==> src/verilog/iu_pkg.sv <==
// Shared constants for the interrupt unit and its processor-side partner
package iu_pkg;
    // Device bus widths
    localparam int ADDR_W = 24;
    localparam int DATA_W = 16;
    localparam int NUM_SRC = 48;
    // Device register byte addresses
    localparam logic [23:0] ADDR_VECTOR = 24'hfffe00;
    localparam logic [23:0] ADDR_NM_STATUS = 24'hfffe02;
    localparam logic [23:0] ADDR_TRAP_CTRL = 24'hfffe04;
    localparam logic [23:0] ADDR_STAT_LOW = 24'hfffe0a;
    localparam logic [23:0] ADDR_STAT_MID = 24'hfffe0c;
    localparam logic [23:0] ADDR_ENA_LOW = 24'hfffe0e;
    localparam logic [23:0] ADDR_ENA_MID = 24'hfffe10;
    localparam logic [23:0] ADDR_STAT_HIGH = 24'hfffe20;
    localparam logic [23:0] ADDR_ENA_HIGH = 24'hfffe22;
    // Field positions
    localparam int TRAP_EN_BIT = 0;
    localparam int TRAP_PIN_BIT = 1;
    localparam int TRAP_LOCK_BIT = 2;
    localparam int NM_EXT_BIT = 0;
    localparam logic [15:0] TRAP_WRITE_MASK = 16'h0007;
    // Reset values and vector encoding
    localparam logic [15:0] ENA_RESET = 16'hffff;
    localparam logic [7:0] VECTOR_BASE = 8'h10;
    // Core command port register indices
    localparam logic [3:0] CORE_BUS_ADDR = 4'h0;
    localparam logic [3:0] CORE_BUS_WDATA = 4'h1;
    localparam logic [3:0] CORE_COMMAND = 4'h2;
    localparam logic [3:0] CORE_CONTROL = 4'h3;
    localparam logic [3:0] CORE_STATUS = 4'h4;
    localparam logic [3:0] CORE_RDATA = 4'h5;
    localparam logic [3:0] CORE_LAST_VECTOR = 4'h6;
    localparam logic [3:0] CORE_NM_COUNT = 4'h7;
    localparam int CMD_WRITE_BIT = 0;
    localparam int CMD_READ_BIT = 1;
    localparam int CTRL_GIE_BIT = 0;
    // Core sequencer states
    typedef enum logic [1:0] {IU_IDLE, IU_ACK_WAIT, IU_OP_WAIT} iu_core_state_t;
endpackage

==> src/verilog/iu_if.sv <==
// Bus and request lines between interrupt unit and processor core
`timescale 1ns/100ps
`default_nettype none
interface iu_if;
    logic [23:0] addr;
    logic [15:0] wdata;
    logic wr;
    logic rd;
    logic [15:0] rdata;
    logic irq;
    logic nmi;
    // Interrupt unit end
    modport dev (input addr, input wdata, input wr, input rd,
                 output rdata, output irq, output nmi);
    // Processor core end
    modport core (output addr, output wdata, output wr, output rd,
                  input rdata, input irq, input nmi);
endinterface
`default_nettype wire

==> src/verilog/iu_unit.sv <==
// Interrupt unit: maskable priority encoder and nonmaskable trap logic
`timescale 1ns/100ps
`default_nettype none
module iu_unit
(
    // Clock and reset
    input wire logic CLK_SYS,
    input wire logic RESET_N,
    // Processor side
    iu_if.dev BUS,
    // Peripheral requests, index 1 upward, same clock
    input wire logic [iu_pkg::NUM_SRC-1:1] IRQ_SRC,
    // External nonmaskable pin, active low, asynchronous
    input wire logic NMI_PIN_N
);
    import iu_pkg::*;

    // Nonmaskable pin synchroniser and edge history
    logic pin_meta_reg;
    logic pin_sync_reg;
    logic pin_prev_reg;
    // Trap control and status
    logic trap_en_reg;
    logic trap_en_next;
    logic trap_lock_reg;
    logic trap_lock_next;
    logic ext_flag_reg;
    logic ext_flag_next;
    logic nmi_reg;
    // Per-source enables
    logic [15:0] ena_low_reg;
    logic [15:0] ena_mid_reg;
    logic [15:0] ena_high_reg;
    // Vector and request line
    logic [7:0] vector_reg;
    logic [7:0] vector_next;
    logic irq_reg;
    // Read data
    logic [15:0] rdata_reg;
    logic [15:0] rdata_next;

    // Register decode
    wire sel_vector = BUS.addr == ADDR_VECTOR;
    wire sel_nm_status = BUS.addr == ADDR_NM_STATUS;
    wire sel_trap = BUS.addr == ADDR_TRAP_CTRL;
    wire sel_stat_low = BUS.addr == ADDR_STAT_LOW;
    wire sel_stat_mid = BUS.addr == ADDR_STAT_MID;
    wire sel_stat_high = BUS.addr == ADDR_STAT_HIGH;
    wire sel_ena_low = BUS.addr == ADDR_ENA_LOW;
    wire sel_ena_mid = BUS.addr == ADDR_ENA_MID;
    wire sel_ena_high = BUS.addr == ADDR_ENA_HIGH;
    wire wr_trap = BUS.wr && sel_trap;
    wire rd_nm_status = BUS.rd && sel_nm_status;

    // Source vectors, index zero has no source
    wire [NUM_SRC-1:0] src_all = {IRQ_SRC, 1'b0};
    wire [NUM_SRC-1:0] ena_all = {ena_high_reg, ena_mid_reg, ena_low_reg[15:1], 1'b0};
    wire [NUM_SRC-1:0] pending = src_all & ena_all;

    // Nonmaskable edge and enable
    wire pin_asserted = ~pin_sync_reg;
    wire pin_fall = pin_prev_reg & ~pin_sync_reg;
    wire nm_enabled = trap_lock_reg | trap_en_reg;
    wire nm_event = pin_fall & nm_enabled;

    // Highest pending index wins; vector 10h when none
    always_comb
    begin
        vector_next = VECTOR_BASE;
        for (int i = 1; i < NUM_SRC; i++)
        begin
            if (pending[i])
            begin
                vector_next = VECTOR_BASE + 8'(i);
            end
        end
        vector_next[7:6] = 2'b00;
    end

    // Trap control and status next values
    always_comb
    begin
        trap_lock_next = trap_lock_reg;
        if (wr_trap && BUS.wdata[TRAP_LOCK_BIT])
        begin
            trap_lock_next = 1'b1;
        end
        trap_en_next = trap_en_reg;
        if (wr_trap)
        begin
            if (!BUS.wdata[TRAP_EN_BIT])
            begin
                trap_en_next = 1'b0;
            end
            else if (!ext_flag_reg)
            begin
                trap_en_next = 1'b1;
            end
        end
        if (nm_event)
        begin
            trap_en_next = 1'b0;
        end
        ext_flag_next = ext_flag_reg;
        if (rd_nm_status)
        begin
            ext_flag_next = 1'b0;
        end
        if (nm_event)
        begin
            ext_flag_next = 1'b1;
        end
    end

    // Read multiplexer, unmapped addresses read zero
    always_comb
    begin
        rdata_next = 16'h0000;
        if (sel_vector)
        begin
            rdata_next = {8'h00, vector_reg};
        end
        else if (sel_nm_status)
        begin
            rdata_next[NM_EXT_BIT] = ext_flag_reg;
        end
        else if (sel_trap)
        begin
            rdata_next[TRAP_EN_BIT] = trap_en_reg;
            rdata_next[TRAP_PIN_BIT] = pin_asserted;
            rdata_next[TRAP_LOCK_BIT] = trap_lock_reg;
        end
        else if (sel_stat_low)
        begin
            rdata_next = src_all[15:0];
        end
        else if (sel_stat_mid)
        begin
            rdata_next = src_all[31:16];
        end
        else if (sel_stat_high)
        begin
            rdata_next = src_all[47:32];
        end
        else if (sel_ena_low)
        begin
            rdata_next = ena_low_reg;
        end
        else if (sel_ena_mid)
        begin
            rdata_next = ena_mid_reg;
        end
        else if (sel_ena_high)
        begin
            rdata_next = ena_high_reg;
        end
    end

    // Pin synchroniser, first stage read only by the second
    always_ff @(posedge CLK_SYS)
    begin
        if (!RESET_N)
        begin
            pin_meta_reg <= 1'b1;
            pin_sync_reg <= 1'b1;
            pin_prev_reg <= 1'b1;
        end
        else
        begin
            pin_meta_reg <= NMI_PIN_N;
            pin_sync_reg <= pin_meta_reg;
            pin_prev_reg <= pin_sync_reg;
        end
    end

    // Nonmaskable control state
    always_ff @(posedge CLK_SYS)
    begin
        if (!RESET_N)
        begin
            trap_en_reg <= 1'b0;
            trap_lock_reg <= 1'b0;
            ext_flag_reg <= 1'b0;
            nmi_reg <= 1'b0;
        end
        else
        begin
            trap_en_reg <= trap_en_next;
            trap_lock_reg <= trap_lock_next;
            ext_flag_reg <= ext_flag_next;
            nmi_reg <= nm_event;
        end
    end

    // Per-source enable registers
    always_ff @(posedge CLK_SYS)
    begin
        if (!RESET_N)
        begin
            ena_low_reg <= ENA_RESET;
            ena_mid_reg <= ENA_RESET;
            ena_high_reg <= ENA_RESET;
        end
        else if (BUS.wr)
        begin
            if (sel_ena_low)
            begin
                ena_low_reg <= BUS.wdata;
            end
            if (sel_ena_mid)
            begin
                ena_mid_reg <= BUS.wdata;
            end
            if (sel_ena_high)
            begin
                ena_high_reg <= BUS.wdata;
            end
        end
    end

    // Vector, request line and read data
    always_ff @(posedge CLK_SYS)
    begin
        if (!RESET_N)
        begin
            vector_reg <= VECTOR_BASE;
            irq_reg <= 1'b0;
            rdata_reg <= 16'h0000;
        end
        else
        begin
            vector_reg <= vector_next;
            irq_reg <= |pending;
            rdata_reg <= BUS.rd ? rdata_next : 16'h0000;
        end
    end

    // Outputs to the core
    assign BUS.rdata = rdata_reg;
    assign BUS.irq = irq_reg;
    assign BUS.nmi = nmi_reg;
endmodule
`default_nettype wire
==> src/flat_wrapper.sv <==
// flat-port wrapper written by rule: the top's interface ports become plain ports
module iu_unit_flat import iu_pkg::*;
  (CLK_SYS, RESET_N, IRQ_SRC, NMI_PIN_N, BUS_addr, BUS_wdata, BUS_wr, BUS_rd, BUS_rdata, BUS_irq, BUS_nmi);
  iu_if BUS_i ();
  input wire logic CLK_SYS;
  input wire logic RESET_N;
  input wire logic [iu_pkg::NUM_SRC-1:1] IRQ_SRC;
  input wire logic NMI_PIN_N;
  input wire logic [$bits(BUS_i.addr)-1:0] BUS_addr;
  input wire logic [$bits(BUS_i.wdata)-1:0] BUS_wdata;
  input wire logic [$bits(BUS_i.wr)-1:0] BUS_wr;
  input wire logic [$bits(BUS_i.rd)-1:0] BUS_rd;
  output wire logic [$bits(BUS_i.rdata)-1:0] BUS_rdata;
  output wire logic [$bits(BUS_i.irq)-1:0] BUS_irq;
  output wire logic [$bits(BUS_i.nmi)-1:0] BUS_nmi;
  assign BUS_i.addr = BUS_addr;
  assign BUS_i.wdata = BUS_wdata;
  assign BUS_i.wr = BUS_wr;
  assign BUS_i.rd = BUS_rd;
  assign BUS_rdata = BUS_i.rdata;
  assign BUS_irq = BUS_i.irq;
  assign BUS_nmi = BUS_i.nmi;
  iu_unit u_core (.CLK_SYS(CLK_SYS), .RESET_N(RESET_N), .BUS(BUS_i), .IRQ_SRC(IRQ_SRC), .NMI_PIN_N(NMI_PIN_N));
endmodule
==> config.mk <==
export PLATFORM = sky130hd
export DESIGN_NAME = iu_unit_flat
export DESIGN_NICKNAME = d
export VERILOG_FILES = /design/src/verilog/iu_pkg.sv /design/src/verilog/iu_if.sv /design/src/verilog/iu_unit.sv /design/src/flat_wrapper.sv
export SDC_FILE = /design/constraint.sdc
export NUM_CORES = 1
export LEC_CHECK = 0
export BUFFER_PORTS_ARGS = -buffer_cell sky130_fd_sc_hd__buf_4
export CAP_MARGIN = 15
export CORE_MARGIN = 5
export CORE_UTILIZATION = 48
export CTS_CLUSTER_DIAMETER = 60
export DETAILED_ROUTE_END_ITERATION = 16
export PLACE_DENSITY = 0.77
export SYNTH_ARGS = -nofsm -noshare
export SYNTH_HDL_FRONTEND = slang
export SYNTH_SLANG_ARGS = --single-unit
==> constraint.sdc <==
create_clock -name CLK_SYS -period 2 [get_ports CLK_SYS]
set_input_delay 0.4 -clock CLK_SYS [delete_from_list [all_inputs] [get_ports CLK_SYS]]
set_output_delay 0.4 -clock CLK_SYS [all_outputs]
set_load 0.03 [all_outputs]
# Yosys cells after proc, flatten, opt, wreduce, memory -nomap -nowiden
# Index checks and enable logic that the tools add are counted.
dict set report op_classes {
  order_cmp 0
  n_mul 0
  n_shift 0
  n_div 0
  n_reduce_logical 13
  mux 62
  addsub 0
  n_eq_ne 10
  n_bitwise 7
}
# cell n
set op_table {}
lappend op_table {{24-bit == test, second input constant} 9}
lappend op_table {{6-bit two-way mux} 32}
lappend op_table {{16-bit two-way mux} 6}
lappend op_table {{48-bit bitwise AND} 1}
lappend op_table {{48-bit OR reduction} 1}
lappend op_table {{4-bit two-way mux} 8}
lappend op_table {{17-bit OR reduction} 1}
lappend op_table {{3-bit two-way mux} 5}
lappend op_table {{2-bit AND reduction} 5}
lappend op_table {{8-bit two-way mux} 1}
lappend op_table {{7-bit two-way mux} 1}
lappend op_table {{1-bit two-way mux} 6}
lappend op_table {{5-bit two-way mux} 1}
lappend op_table {{5-bit OR reduction} 1}
lappend op_table {{2-bit two-way mux} 2}
lappend op_table {{1-bit logical AND} 3}
lappend op_table {{1-bit inverter} 3}
lappend op_table {{1-bit bitwise AND} 2}
lappend op_table {{2-bit inequality test, second input constant} 1}
lappend op_table {{2-bit nonzero test} 1}
lappend op_table {{2-bit OR reduction} 1}
lappend op_table {{1-bit bitwise OR} 1}
dict set report word_totals {
  latch_bits 0
  mem_bits_rw 0
  wordCells 108
  in_bits 92
  mem_bits_ro 0
  output_inout_bits 18
  reg_bits 80
  memories 0
}

# Longest topological paths before layout
dict set report depth {
  word_depth 48
  ltp_mapped 8
  ltp_nobuf 6
}

# Worst setup path before layout
# Ideal clock, no wire load.
dict set report synth_timing {
  kind {input to register}
  start {input BUS_addr[8]}
  end {register u_core.ena_mid_reg[10]}
  t_required_ns 1.863
  setup_time_ns 0.137
  setup_slack_ns -0.170
  arrival_ns 2.033
  n_path_buf 1
  cell_stages 7
  cell_sequence {nand4b_2 -> or4_4 -> nor4_4 -> nand2_1 -> buf_2 -> nand2_1 -> nand3_1}
}
dict set report synth_via {
  elab_chain_len 2
}
# item line
set synth_rtl {}
lappend synth_rtl {{start: declaration} flat_wrapper.sv:9} ;# input wire logic [$bits(BUS_i.addr)-1:0] BUS_addr;
lappend synth_rtl {{24-bit == test} iu_unit.sv:50} ;# wire sel_ena_mid = BUS.addr == ADDR_ENA_MID;
lappend synth_rtl {{2-bit AND reduction (no line)} -}
lappend synth_rtl {{end signal: assignment} iu_unit.sv:212} ;# ena_mid_reg <= BUS.wdata;
lappend synth_rtl {{end: declaration} iu_unit.sv:32} ;# logic [15:0] ena_mid_reg;
# Every way passes these cells.
# A chain may end at the register's enable or synchronous reset.

# Final worst setup path
dict set report layout_timing {
  start {input BUS_addr[18]}
  end {register u_core.rdata_reg[0], in the netlist u_core.BUS.rdata[0]}
}
dict set report layout_via {
  elab_chain_len 10
}
# item line
set layout_rtl {}
lappend layout_rtl {{24-bit == test} iu_unit.sv:51} ;# wire sel_ena_high = BUS.addr == ADDR_ENA_HIGH;
lappend layout_rtl {{16-bit two-way mux} iu_unit.sv:153} ;# else if (sel_ena_high)
lappend layout_rtl {{16-bit two-way mux} iu_unit.sv:149} ;# else if (sel_ena_mid)
lappend layout_rtl {{16-bit two-way mux} iu_unit.sv:145} ;# else if (sel_ena_low)
lappend layout_rtl {{16-bit two-way mux} iu_unit.sv:141} ;# else if (sel_stat_high)
lappend layout_rtl {{16-bit two-way mux} iu_unit.sv:137} ;# else if (sel_stat_mid)
lappend layout_rtl {{16-bit two-way mux} iu_unit.sv:133} ;# else if (sel_stat_low)
lappend layout_rtl {{3-bit two-way mux} iu_unit.sv:127} ;# else if (sel_trap)
lappend layout_rtl {{1-bit two-way mux} iu_unit.sv:123} ;# else if (sel_nm_status)
lappend layout_rtl {{8-bit two-way mux *} iu_unit.sv:119} ;# if (sel_vector)
lappend layout_rtl {{end signal: assignment} iu_unit.sv:234} ;# rdata_reg <= BUS.rd ? rdata_next : 16'h0000;
lappend layout_rtl {{end: declaration} iu_unit.sv:39} ;# logic [15:0] rdata_reg;
# Mark *: on every way between the ends. The rest lies on a longest branch, timed or not.

==> flow_metrics.env <==
export IMPL_wl_per_cell_um=20.9
export IMPL_rsz0062_at_grt="false"
export IMPL_syn_nets=621
export IMPL_dp_hpwl_mm=13.5
export IMPL_start_util_pct=48.5
export IMPL_synth_area_mm2=0.00417
export IMPL_setup_ws_ns=0.152
export IMPL_clk_pin_slew_worst_paths_ns=0.09
export IMPL_seq_area_mm2=0.00156
export IMPL_maxCapViolCount=0
export IMPL_yosysUniqueCellTypes=59
export IMPL_synth_area_leaders="dfxtp_1 37%, nand2_1 13%, nand3_1 7.4%"
export IMPL_cts_root_buf="clkbuf_8"
export IMPL_synthTopCellsByCount="147 x nand2_1, 78 x dfxtp_1, 62 x nand3_1"
export IMPL_p_leak_nw=2.54
export IMPL_io_pins=110
export IMPL_yosysWarnings=0
export IMPL_ant_nets=0
export IMPL_overflow=0
export IMPL_drtIter0Drc=664
export IMPL_synth_seq_area_share_pct=37.4
export IMPL_required_ns=2.27
export IMPL_via_per_inst=6.22
export IMPL_antenna_cells=0
export IMPL_cts_sinks=78
export IMPL_gp_congestion=1.08
export IMPL_cp_end_kind="register"
export IMPL_multi_input_area_mm2=0.00249
export IMPL_core_area_mm2=0.00859
export IMPL_relSlewSlack_pct=67.1
export IMPL_final_nets=773
export IMPL_path_max_fanout=6
export IMPL_slew_viol_final=0
export IMPL_die_area_mm2=0.0107
export IMPL_dpl_worst_slack_ns=-0.174
export IMPL_fmax_mhz=541
export IMPL_finalCriticalPeriod_ns=1.85
export IMPL_hold_viol=0
export IMPL_grt_pass1_wl_mm=25.1
export IMPL_port_buffers=109
export IMPL_p_total_w=0.00324
export IMPL_dieHeight_um=103
export IMPL_area_growth_pct=36.3
export IMPL_firstDrtPassIters=6
export IMPL_fillers=764
export IMPL_grt_max_degree=50
export IMPL_drt_wl_total_mm=16.6
export IMPL_drc=0
export IMPL_yosys_register_bits=78
export IMPL_critPathArrivalTime_ns=2.11
export IMPL_track_usage_pct=31.6
export IMPL_synth_edff_count=0
export IMPL_crit_path_start_kind="primary input"
export IMPL_timing_final_crit_share_pct=92.4
export IMPL_utilization_pct=66.1
export IMPL_synth_ff_type="dfxtp_1"
export IMPL_synth_top_area_cell="dfxtp_1"
export IMPL_row_count=34
export IMPL_numCtsBuffers=9
export IMPL_cts_tree="done"
export IMPL_finalSetupViolCount=0
export IMPL_irDropWorstVdd_mv=0.499
export IMPL_tightestPinTransition_ns=0.493
export IMPL_fin_skew_ns=0.0153
export IMPL_synth_area_per_cell_um2=7.89
export IMPL_path_class="in -> reg"
export IMPL_synthMostInstantiatedCell="nand2_1"
export IMPL_holdCritPathClass="in -> reg"
export IMPL_clkLatencyLatePin_ns=0.37
export IMPL_post_cts_setup_buffers=0
export IMPL_cts_buffer_depth=2
export IMPL_drive_above_1_share_pct=29.9
export IMPL_ctsHtreeMaxLevel=3
export IMPL_status="complete, no violations"
export IMPL_synth_top_area_share_pct=37.4
export IMPL_async_flop_share_pct=0
export IMPL_p_per_area_mw_per_mm2=570
export IMPL_die_x_um=103
export IMPL_syn_inst=529
export IMPL_antenna_found_initial=0
export IMPL_via_count=4940
export IMPL_grt_pass1_vias=4517
## worst paths after layout
check / start / end / depth (start not counted) / slack (ns)
setup reg to reg: u_core.ena_low_reg[14]$_SDFFE_PN1P_ / u_core.vector_reg[3]$_SDFF_PN0_ / 6 / 0.16
hold reg to reg: u_core.pin_meta_reg$_SDFF_PN1_ / u_core.pin_sync_reg$_SDFF_PN1_ / 1 / 0.43
hold / removal: NMI_PIN_N / u_core.pin_meta_reg$_SDFF_PN1_ / 2 / 0.20
setup / recovery: BUS_addr[18] / u_core.BUS.rdata[0]$_SDFF_PN0_ / 9 / 0.15
## logic make-up (layout without fill, tap and decap cells)
family | count (synthesis) | after routing | share of synthesized area [%]
mux | 9 | 9 | 2.28
simple gates | 282 | 282 | 33.1
compound gates | 129 | 129 | 23.8
buf+inv | 31 | 188 | 3.45
flops | 78 | 78 | 37.4
## through the flow
step	hold slack (ns)	TNS [ns]	instances	cell area, um^2
2_1_floorplan	0.386	-0.0443	529	4200
6_report	0.204	0	794	5680
4_1_cts	0.203	0	794	5680
3_3_place_gp	0.390	-3.43	778	5480
5_1_grt	0.206	0	794	5680
3_5_place_dp	0.399	-4.56	778	5480
## placed cells by master (no fill, tap or decap), types with 3 or more instances in the layout
cell / count
a211oi_1: 9
a21oi_1: 15
a221oi_1: 7
a22o_1: 7
a22oi_1: 14
a31oi_1: 5
a32o_1: 12
a32oi_1: 4
and2_1: 6
and3_1: 3
and4_1: 4
buf_4: 164
clkbuf_8: 9
dfxtp_1: 78
inv_1: 6
inv_6: 3
mux2_2: 4
mux2i_1: 5
nand2_1: 146
nand2b_1: 6
nand3_1: 62
nand4_1: 9
nor2_1: 14
nor2b_1: 4
nor3_1: 3
nor3_2: 4
o21ai_0: 14
o221ai_1: 11
o2bb2ai_1: 11
o31a_1: 3
or3_1: 5
## worst max-delay path: stages
cell,delay [ns]
buf_4,0.11
nand4_1,0.12
nor3_2,0.10
buf_4,0.16
and4_1,0.19
a221o_1,0.37
a221oi_1,0.42
buf_4,0.20
o22ai_1,0.06
## layout make-up
class / instances / area share, %
well taps: 108 / 2.38
multi-input cells: 420 / 43.8
clock buffers: 9 / 2.18
clock inverters: 7 / 1.39
flip-flops and latches: 78 / 27.5
repair buffers: 166 / 22.4
inverters: 6 / 0.396
## what timing repair did
item                                    CTS  global route
gates resized for setup                   0             1
hold buffers                              0             0
endpoints found under the setup margin    0             1
## power breakdown
part / leakage [nW] / internal (W) / switching (W)
clock: 0.105 / 0.000592 / 0.000658
sequential: 0.633 / 0.00156 / 0.00000425
combinational: 1.80 / 0.000205 / 0.000219
## per-layer routing
layer	up-vias	share of wire, %	GRT usage [%]
li1	2290	-	-
met3	34	13	8.52
met4	0	2.0	7.47
met5	-	0	0
met2	343	45	47.9
met1	2273	40	45.1
No activity file was read; power rests on OpenSTA's default activity.
